===== config.mk =====
export PLATFORM = sky130hd
export DESIGN_NAME = serial_channel
export DESIGN_NICKNAME = d
export VERILOG_FILES = /design/src/rtl/serial_channel.v
export VERILOG_INCLUDE_DIRS = /design/src /design/src/rtl
export SDC_FILE = /design/constraint.sdc
export NUM_CORES = 1
export LEC_CHECK = 0
export BUFFER_PORTS_ARGS = -buffer_cell sky130_fd_sc_hd__buf_2
export CORE_ASPECT_RATIO = 0.6
export CORE_MARGIN = 2
export CORE_UTILIZATION = 40
export CTS_CLUSTER_DIAMETER = 60
export CTS_CLUSTER_SIZE = 16
export DETAILED_ROUTE_END_ITERATION = 12
export PLACE_DENSITY = 0.63
export SYNTH_ARGS = -nofsm -noshare
export SYNTH_HDL_FRONTEND = slang
export SYNTH_SLANG_ARGS = --single-unit

===== constraint.sdc =====
create_clock -name pclk -period 5.9 [get_ports pclk]
set_input_delay 1.18 -clock pclk [delete_from_list [all_inputs] [get_ports pclk]]
set_output_delay 1.18 -clock pclk [all_outputs]
set_load 0.005 [all_outputs]

===== src/rtl/serial_channel_map.vh =====
/*
 * Register offsets, field positions, reset values and timing counts for
 * the serial channel format and clock select block.
 * Assumes an APB slave with 32-bit data, one register per aligned word.
 */
`ifndef SERIAL_CHANNEL_MAP_VH
`define SERIAL_CHANNEL_MAP_VH

// =====================================================================
// Register byte offsets
`define OFS_STIMER_CTRL   12'h000
`define OFS_FORMAT        12'h004
`define OFS_CTRL          12'h008
`define OFS_DIVISOR       12'h00C
`define OFS_TXDATA        12'h010
`define OFS_RXDATA        12'h014
`define OFS_STATUS        12'h018

// =====================================================================
// Reset values
`define RST_STIMER_CTRL   8'h00
`define RST_FORMAT        8'h00
`define RST_CTRL          8'h00
`define RST_DIVISOR       8'h00
`define RST_STATUS        8'h84

// =====================================================================
// Field positions
`define STC_MPE_BIT       2
`define FMT_SYNC_BIT      7
`define FMT_CHR_BIT       6
`define FMT_PAR_BIT       5
`define FMT_ODD_BIT       4
`define FMT_STOP_BIT      3
`define FMT_MP_BIT        2
`define CTL_TXEN_BIT      5
`define CTL_RXEN_BIT      4
`define CTL_EXTERNAL_CLOCK_SELECT_BIT      1
`define CTL_CLOCK_OUTPUT_SELECT_BIT      0
`define STS_TXEMPTY_BIT   7
`define STS_RXFULL_BIT    6
`define STS_OVR_BIT       5
`define STS_FRM_BIT       4
`define STS_PAR_BIT       3
`define STS_TEND_BIT      2
`define STS_MPB_BIT       1
`define STS_MPBT_BIT      0

// =====================================================================
// Timing counts
`define OVERSAMPLE        5'd16
`define SAMPLE_POINT      4'd7
`define SYNC_HALF         4'd7

`endif


===== src/rtl/serial_channel.v =====
/*
 * Serial channel with mode, frame format and clock source selection:
 * asynchronous 7/8-bit framing with parity or multiprocessor bit and
 * 1 or 2 stop bits, and 8-bit clocked synchronous mode.
 * Assumes an APB master on pclk; the serial pins come from outside and
 * are synchronised here. The serial clock pin is sampled, not used as a
 * clock.
 */
// Design decisions made here: the APB interface to the registers and the address map.
`include "serial_channel_map.vh"
`timescale 1ns/100ps
`default_nettype none

module serial_channel
(
  // APB slave
  input  wire        pclk,
  input  wire        presetn,
  input  wire        psel,
  input  wire        penable,
  input  wire        pwrite,
  input  wire [11:0] paddr,
  input  wire [31:0] pwdata,
  output wire        pready,
  output reg  [31:0] prdata,
  output wire        pslverr,
  // Serial data pins
  input  wire        rxd,
  output reg         txd,
  // Serial clock pin, output enable low while driven
  input  wire        sck_in,
  output reg         sck_out,
  output reg         sck_oe_n,
  // Control bits owned by other blocks
  output wire [5:0]  stimer_other
);

  // ===================================================================
  // Registers and pin synchronisers
  reg [7:0]  stimer_ctrl;
  reg [7:0]  fmt;
  reg [7:0]  ctrl;
  reg [7:0]  divisor;
  reg [7:0]  tx_hold;
  reg [7:0]  rx_hold;
  reg        tx_empty;
  reg        rx_full;
  reg        ovr_err;
  reg        frm_err;
  reg        par_err;
  reg        tx_end;
  reg        mpb_rx;
  reg        mpb_tx;
  reg        rx_break;
  reg [1:0]  rxd_sync;
  reg [1:0]  sck_sync;
  reg        sck_last;
  // Transmitter busy is declared here because the clock output reads it.
  reg        tx_busy;
  wire       tx_busy_s = tx_busy;

  wire wr_en = psel && penable && pwrite;
  wire rd_en = psel && penable && !pwrite;

  // Register access. Flags set by hardware win over a software clear, except TXEMPTY, where a TXDATA write wins.
  wire sync_mode = fmt[`FMT_SYNC_BIT];
  wire mp_on = stimer_ctrl[`STC_MPE_BIT] && fmt[`FMT_MP_BIT]
               && !sync_mode;
  wire seven = fmt[`FMT_CHR_BIT] && !sync_mode;
  wire par_on = fmt[`FMT_PAR_BIT] && !mp_on && !sync_mode;
  wire two_stop = fmt[`FMT_STOP_BIT];
  wire ext_clk = ctrl[`CTL_EXTERNAL_CLOCK_SELECT_BIT];
  wire tx_en = ctrl[`CTL_TXEN_BIT];
  wire rx_en = ctrl[`CTL_RXEN_BIT];

  assign pready = 1'b1;
  assign pslverr = 1'b0;
  assign stimer_other = {stimer_ctrl[7:3], stimer_ctrl[1]};

  // ===================================================================
  // Bit timing: internal generator or sampled external clock
  reg [7:0] div_cnt;
  reg [3:0] pre_cnt;
  wire      sck_rise = sck_sync[1] && !sck_last;
  wire      sck_fall = !sck_sync[1] && sck_last;
  wire      gen_tick = (div_cnt == divisor);
  // One tick per sixteenth of a bit in async; in sync, per half bit on the internal clock and per bit on the external one.
  wire      tick = ext_clk ? sck_rise : gen_tick;

  // Pin synchronisers: first stage read only by second stage.
  always @(posedge pclk or negedge presetn)
  begin
    if (!presetn)
    begin
      rxd_sync <= 2'b11;
      sck_sync <= 2'b00;
      sck_last <= 1'b0;
    end
    else
    begin
      rxd_sync <= {rxd_sync[0], rxd};
      sck_sync <= {sck_sync[0], sck_in};
      sck_last <= sck_sync[1];
    end
  end

  // Divisor runs whenever the generator is selected.
  always @(posedge pclk or negedge presetn)
  begin
    if (!presetn)
      div_cnt <= 8'h00;
    else if (gen_tick || ext_clk)
      div_cnt <= 8'h00;
    else
      div_cnt <= div_cnt + 8'h01;
  end

  // Bit-rate clock output: low for first half, rises mid-bit.
  always @(posedge pclk or negedge presetn)
  begin
    if (!presetn)
    begin
      pre_cnt <= 4'h0;
      sck_out <= 1'b1;
      sck_oe_n <= 1'b1;
    end
    else
    begin
      if (gen_tick)
        pre_cnt <= pre_cnt + 4'h1;
      if (!sync_mode)
      begin
        sck_oe_n <= !(!ext_clk && ctrl[`CTL_CLOCK_OUTPUT_SELECT_BIT]);
        sck_out <= pre_cnt[3];
      end
      else
      begin
        sck_oe_n <= ext_clk;
        if (ext_clk || !tx_busy_s)
          sck_out <= 1'b1;
        else if (gen_tick)
          sck_out <= !sck_out;
      end
    end
  end

  // ===================================================================
  // Transmitter. Holding register plus shifter gives double buffering.
  reg [10:0] tx_shift;
  reg [3:0]  tx_bits;
  reg [3:0]  tx_sub;
  wire       tx_step = sync_mode ? (ext_clk ? sck_fall :
                       (gen_tick && !sck_out)) :
                       (tick && tx_sub == 4'hF);
  wire [3:0] frame_len = seven ? 4'd8 : 4'd9;
  wire       tx_par = ^tx_hold[7:0] ^ fmt[`FMT_ODD_BIT] ^
                      (seven ? tx_hold[7] : 1'b0);

  // Frame assembled LSB first after the start bit.
  reg [10:0] tx_frame;
  always @*
  begin
    tx_frame = 11'h7FF;
    if (sync_mode)
      tx_frame = {3'b111, tx_hold};
    else if (seven)
      tx_frame = {2'b11, (mp_on ? mpb_tx : par_on ? tx_par : 1'b1),
                  tx_hold[6:0], 1'b0};
    else
      tx_frame = {1'b1, (mp_on ? mpb_tx : par_on ? tx_par : 1'b1),
                  tx_hold, 1'b0};
  end

  // Count of bits from the start bit on: start, data, extra bit, stop bits.
  wire [3:0] tx_total = sync_mode ? 4'd8 :
    frame_len + {3'b000, (mp_on || par_on)} + {3'b000, two_stop} + 4'd1;

  always @(posedge pclk or negedge presetn)
  begin
    if (!presetn)
    begin
      tx_shift <= 11'h7FF;
      tx_bits <= 4'h0;
      tx_sub <= 4'h0;
      tx_busy <= 1'b0;
      txd <= 1'b1;
      tx_end <= 1'b1;
    end
    else if (!tx_en)
    begin
      tx_busy <= 1'b0;
      txd <= 1'b1;
      tx_end <= 1'b1;
    end
    else
    begin
      if (tick && !sync_mode)
        tx_sub <= tx_sub + 4'h1;
      if (!tx_busy && !tx_empty)
      begin
        tx_shift <= tx_frame;
        tx_bits <= tx_total;
        tx_busy <= 1'b1;
        tx_end <= 1'b0;
        tx_sub <= 4'h0;
      end
      else if (tx_busy && tx_step)
      begin
        txd <= tx_shift[0];
        tx_shift <= {1'b1, tx_shift[10:1]};
        if (tx_bits == 4'h0)
        begin
          tx_busy <= 1'b0;
          txd <= sync_mode ? txd : 1'b1;
          tx_end <= tx_empty;
        end
        else
          tx_bits <= tx_bits - 4'h1;
      end
    end
  end

  // ===================================================================
  // Receiver. Runs apart from the transmitter, except in sync mode on the internal clock, where it steps only while tx_busy.
  reg [8:0]  rx_shift;
  reg [3:0]  rx_bits;
  reg [3:0]  rx_sub;
  reg        rx_busy;
  reg        rx_done;
  reg        rx_stop_bad;
  wire       rx_line = rxd_sync[1];
  wire       rx_step = sync_mode ? (ext_clk ? sck_rise :
                       (gen_tick && sck_out && tx_busy)) :
                       (tick && rx_sub == `SAMPLE_POINT);
  wire [3:0] rx_total = sync_mode ? 4'd8 :
    frame_len + {3'b000, (mp_on || par_on)};
  // Received parity across data plus parity bit.
  // An extra bit pushes the data one place down and lands in bit 8.
  wire       rx_extra = mp_on || par_on;
  wire [7:0] rx_d8 = rx_extra ? rx_shift[7:0] : rx_shift[8:1];
  wire [6:0] rx_d7 = rx_extra ? rx_shift[7:1] : rx_shift[8:2];
  wire [7:0] rx_data = seven ? {1'b0, rx_d7} : rx_d8;
  wire       rx_xbit = rx_extra && rx_shift[8];
  wire       rx_par_bad = par_on &&
             ((^rx_data) ^ rx_xbit ^ fmt[`FMT_ODD_BIT]);

  always @(posedge pclk or negedge presetn)
  begin
    if (!presetn)
    begin
      rx_shift <= 9'h000;
      rx_bits <= 4'h0;
      rx_sub <= 4'h0;
      rx_busy <= 1'b0;
      rx_done <= 1'b0;
      rx_stop_bad <= 1'b0;
    end
    else
    begin
      rx_done <= 1'b0;
      if (!rx_en)
        rx_busy <= 1'b0;
      else if (!rx_busy)
      begin
        if (sync_mode || !rx_line)
        begin
          rx_busy <= sync_mode ? rx_step : 1'b1;
          rx_sub <= 4'h0;
          rx_bits <= sync_mode ? 4'd7 : rx_total;
          if (sync_mode && rx_step)
            rx_shift <= {rx_line, rx_shift[8:1]};
        end
      end
      else
      begin
        if (tick && !sync_mode)
          rx_sub <= rx_sub + 4'h1;
        if (rx_step)
        begin
          if (rx_bits == 4'h0)
          begin
            rx_busy <= 1'b0;
            rx_done <= 1'b1;
            rx_stop_bad <= !sync_mode && !rx_line;
          end
          else
          begin
            rx_bits <= rx_bits - 4'h1;
            rx_shift <= {rx_line, rx_shift[8:1]};
          end
        end
      end
    end
  end

  // ===================================================================
  // Register file and status flags
  wire [7:0] rx_word = sync_mode ? rx_shift[8:1] : rx_data;
  always @(posedge pclk or negedge presetn)
  begin
    if (!presetn)
    begin
      stimer_ctrl <= `RST_STIMER_CTRL;
      fmt <= `RST_FORMAT;
      ctrl <= `RST_CTRL;
      divisor <= `RST_DIVISOR;
      tx_hold <= 8'h00;
      rx_hold <= 8'h00;
      tx_empty <= 1'b1;
      rx_full <= 1'b0;
      ovr_err <= 1'b0;
      frm_err <= 1'b0;
      par_err <= 1'b0;
      mpb_rx <= 1'b0;
      mpb_tx <= 1'b0;
      rx_break <= 1'b0;
    end
    else
    begin
      if (wr_en && paddr == `OFS_STIMER_CTRL)
        stimer_ctrl <= pwdata[7:0];
      if (wr_en && paddr == `OFS_FORMAT)
        fmt <= pwdata[7:0];
      if (wr_en && paddr == `OFS_CTRL)
        ctrl <= pwdata[7:0];
      if (wr_en && paddr == `OFS_DIVISOR)
        divisor <= pwdata[7:0];
      if (wr_en && paddr == `OFS_TXDATA)
        tx_hold <= pwdata[7:0];
      // Status clears: write zero to the RXFULL, OVR, FRM or PAR flag bit clears it.
      if (wr_en && paddr == `OFS_STATUS)
      begin
        if (!pwdata[`STS_RXFULL_BIT]) rx_full <= 1'b0;
        if (!pwdata[`STS_OVR_BIT]) ovr_err <= 1'b0;
        if (!pwdata[`STS_FRM_BIT]) frm_err <= 1'b0;
        if (!pwdata[`STS_PAR_BIT]) par_err <= 1'b0;
        mpb_tx <= pwdata[`STS_MPBT_BIT];
      end
      if (wr_en && paddr == `OFS_TXDATA)
        tx_empty <= 1'b0;
      else if (!tx_en || (!tx_busy && !tx_empty))
        tx_empty <= 1'b1;
      // Line break: frame error with all-zero data.
      if (rx_done)
        rx_break <= !sync_mode && rx_stop_bad && rx_word == 8'h00;
      if (rx_done)
      begin
        if (rx_full)
          ovr_err <= 1'b1;
        else if (rx_stop_bad || rx_par_bad)
        begin
          frm_err <= rx_stop_bad;
          par_err <= rx_par_bad;
        end
        else
        begin
          rx_hold <= rx_word;
          rx_full <= 1'b1;
          mpb_rx <= mp_on && rx_xbit;
        end
      end
    end
  end

  // Read mux with zero for unmapped addresses.
  always @*
  begin
    prdata = 32'h00000000;
    if (rd_en)
    begin
      case (paddr)
        `OFS_STIMER_CTRL: prdata[7:0] = stimer_ctrl;
        `OFS_FORMAT:      prdata[7:0] = fmt;
        `OFS_CTRL:        prdata[7:0] = ctrl;
        `OFS_DIVISOR:     prdata[7:0] = divisor;
        `OFS_TXDATA:      prdata[7:0] = tx_hold;
        `OFS_RXDATA:      prdata[7:0] = rx_hold;
        `OFS_STATUS:      prdata[8:0] = {rx_break, tx_empty, rx_full,
                                         ovr_err, frm_err, par_err,
                                         tx_end, mpb_rx, mpb_tx};
        default:          prdata = 32'h00000000;
      endcase
    end
  end

endmodule

`default_nettype wire


==> out/summary.json <==
{
  "critical_path": {
    "r2r_start": "stimer_ctrl[2]",
    "crit_path_cell_trace": "buf_2 -> nor4_1 -> nand2_1 -> or4_1 -> nor3_2 -> a22oi_1 -> a31oi_1 -> buf_2",
    "setup.worst_path.class": "in2out",
    "worstSetupStartpointType": "input port",
    "cp.required_ps": 4720,
    "timing.critical_path.slowest_stage_cell": "nor3_2",
    "r2r_end": "rx_hold[3]",
    "cp_data_arrival_time_ps": 3580,
    "cell_depth_of_the_worst_flop_to_flop_path": 8,
    "capturing_element_type_of_the_critical_path": "primary output",
    "regToRegSetupSlack_ps": 2340,
    "timing.critical_path.from": "paddr[9]",
    "cp_max_fo": 8,
    "slowest_delay_ps": 560,
    "cp-endpoint": "prdata[1]",
    "path_common_cell": "buf_2"
  },
  "synth": {
    "synth.yosys.seq_area_share": 0.457,
    "yosys.cell_types.count": 61,
    "synth-main-ff-cell": "dfrtp_1",
    "post_synth_fa_ha_maj_area_fraction": 0.0196,
    "simple_gate_share_of_the_synthesized_area": 0.130,
    "synth-async-reset-ratio": 1.00,
    "avgSynthCellArea_sq_um": 10.2,
    "synth-edff-count": 0,
    "synth_xor_area_frac": 0.0528,
    "synth_top_family_by_area": "compound AO/OA/AOI/OAI gates",
    "synth-compound-area-share": 0.153,
    "share_of_synthesized_area_spent_on_multiplexers": 0.122,
    "flops_latches_synth": 116,
    "yosysWarningCount": 0,
    "postSynthCellCount": 627,
    "synth_area_sq_um": 6390
  },
  "power_and_ir_drop": {
    "powerDensity_nw_per_um2": 363,
    "power.ir.vdd_worst_v": 0.000170,
    "static-leakage-power_uw": 0.00323
  },
  "sta": {
    "setup_violations": 0,
    "grt_setup_unrepaired": "false",
    "slew_at_the_pin_with_the_worst_max_slew_slack_ps": 1200,
    "timing.slew.headroom": 0.194,
    "finalCritPeriodShare": 0.807,
    "hold_viol": 0,
    "final_sum_of_negative_setup_slack_ps": 0,
    "slew_viol_final": 0,
    "fmax_ghz": 0.210,
    "min_period_ps": 4760,
    "fin_skew_ps": 10.7
  },
  "routing": {
    "finalWirelength_um": 16200,
    "post_dr_wirelength_cell_um": 18.4,
    "detailroute.via_count": 4981,
    "tritonroute_pass_1_iters": 7,
    "postRouteAntennaNets": 0,
    "drt_iter0_markers": 412,
    "post-route-drc-count": 0,
    "viasPerCell": 5.67
  },
  "grt": {
    "global_route.usage.total": 0.200,
    "antenna_found_initial": 0,
    "grt_overflow": 0,
    "number_of_global_route_vias_before_repair": 4880,
    "grt_pass1_wl_um": 26200,
    "pin_count_of_the_biggest_net_entering_global_routing": 78
  },
  "die": {
    "area_of_the_die_sq_um": 17000,
    "die_h_um": 102,
    "rows": 35,
    "placeableCoreArea_sq_um": 15500,
    "fp.dieW_um": 167,
    "ios": 94,
    "effective_utilization_at_floorplan": 0.412
  },
  "clock_tree": {
    "clock_buffers_created_by_tritoncts": 17,
    "clock_sink_count": 116,
    "ctsResizeCount": 0,
    "clock_insertion_delay_worst_skew_ps": 420,
    "h-tree-depth": 4,
    "hold_buffers": 0,
    "ctsRootBufferMaster": "clkbuf_16",
    "clock_tree_from_tritoncts": "built",
    "path_clk_slew_ps": 50,
    "post_cts.repair.setup_buffers": 0,
    "clockBufferDepth": 2
  },
  "finish": {
    "finish.instance_area_sq_um": 7300,
    "num-nets-final": 725,
    "antenna_cells_inserted": 0,
    "drive_gt1_frac": 0.234,
    "syn2layout_area_growth_pct": 14.2
  },
  "placed_design": {
    "placed_inst_area_sq_um": 6660,
    "dp.final_hpwl_um": 11800,
    "place.port_buffers": 44,
    "gp_congestion": 0.914
  },
  "outcome": {
    "run_status": "completed"
  },
  "min_path": {
    "worstHoldPathType": "reg2reg"
  },
  "flow_run": {
    "drv.max_cap_violation_count": 0
  }
}
==> metal layers <==
layer,vias up,share of wire,GRT usage
li1,2295,-,-
met4,0,0.0081,0.0669
met1,2514,0.50,0.294
met3,19,0.072,0.0546
met5,-,0,0
met2,153,0.42,0.287
==> sequential cells by signal, indices dropped and copies added, names as in the netlist, 2 cells and up <==
signal,flops
rxd_sync,2
rx_bits,4
tx_hold,8
rx_sub,4
sck_sync,2
rx_shift,9
ctrl,8
divisor,8
fmt,8
div_cnt,8
pre_cnt,4
tx_sub,4
rx_hold,8
stimer_ctrl,8
tx_bits,4
tx_shift,10
==> worst min-delay path by stage <==
stage	slack (ps)	to	cells past startpoint	startpoint
2_1_floorplan	330	sck_sync[1]	0	sck_sync[0]
3_3_place_gp	340	sck_sync[1]	0	sck_sync[0]
3_5_place_dp	330	sck_sync[1]	0	sck_sync[0]
4_1_cts	350	sck_sync[1]	0	sck_sync[0]
5_1_grt	350	sck_sync[1]	0	sck_sync[0]
6_report	350	sck_sync[1]	0	sck_sync[0]
==> metrics by stage <==
stage / setup slack (ps) / hold slack (ps) / utilization / cells / total power [uW]
final: 1140 / 346 / 0.471 / 879 / 2650
after global routing: 988 / 353 / 0.471 / 879 / 2790
after CTS: 1180 / 347 / 0.471 / 879 / 2660
after detailed placement: 1190 / 335 / 0.429 / 848 / 1530
after global placement: 1290 / 336 / 0.429 / 848 / 1490
after floorplan: 1840 / 331 / - / 650 / 1380
==> critical path: cells and delay by family <==
family / cells / cell delay (ps)
simple gates: 4 / 1680
compound gates: 2 / 460
buf+inv: 2 / 250
==> area by class of cell <==
cell class	instances	area, sq um
clock inverter	9	176
clock buffer	22	464
timing repair buffer	48	253
tap	203	254
sequential	116	2920
fill	1444	8210
multi-input combinational	460	3140
inverter	21	83.8
==> cell families after synthesis <==
| kind of cell | after synthesis |
|---|---|
| fa+ha+maj | 10 |
| buf+inv | 74 |
| simple gates | 172 |
| other cells | 2 |
| compound gates | 147 |
| xor+xnor | 37 |
| mux | 69 |
| flops | 116 |
==> power breakdown <==
| part | switching (uW) | internal (uW) |
|---|---|---|
| clock network | 362 | 768 |
| logic | 272 | 241 |
| registers | 119 | 890 |
==> cell usage after synthesis (all sizes together) (16+ instances only) <==
library cell / instances / area (sq um)
buf: 39 / 277
mux2: 54 / 627
inv: 20 / 75.1
o21ai: 36 / 191
xnor2: 23 / 201
dfstp: 17 / 447
nor3: 19 / 100
dfrtp: 99 / 2480
a21oi: 35 / 190
nor2: 48 / 180
nand3: 16 / 80.1
a22oi: 18 / 135
nand2: 52 / 203
==> layout by cell type (no fill, tap or decap), drive strengths merged, types with 10 or more instances in the layout <==
cell type,synthesis,layout
conb,2,25
dfstp,17,17
nor3,19,19
mux2i,15,15
dfrtp,99,99
nand3,16,16
a31oi,12,12
buf,39,48
inv,20,20
a21oi,35,35
o21ai,36,36
nor2,48,48
clkbuf,14,22
xor2,13,13
o22ai,10,10
xnor2,23,23
a22oi,18,18
nand2,52,52
mux2,54,54
ha,10,10
No activity file was read; power rests on OpenSTA's default activity.
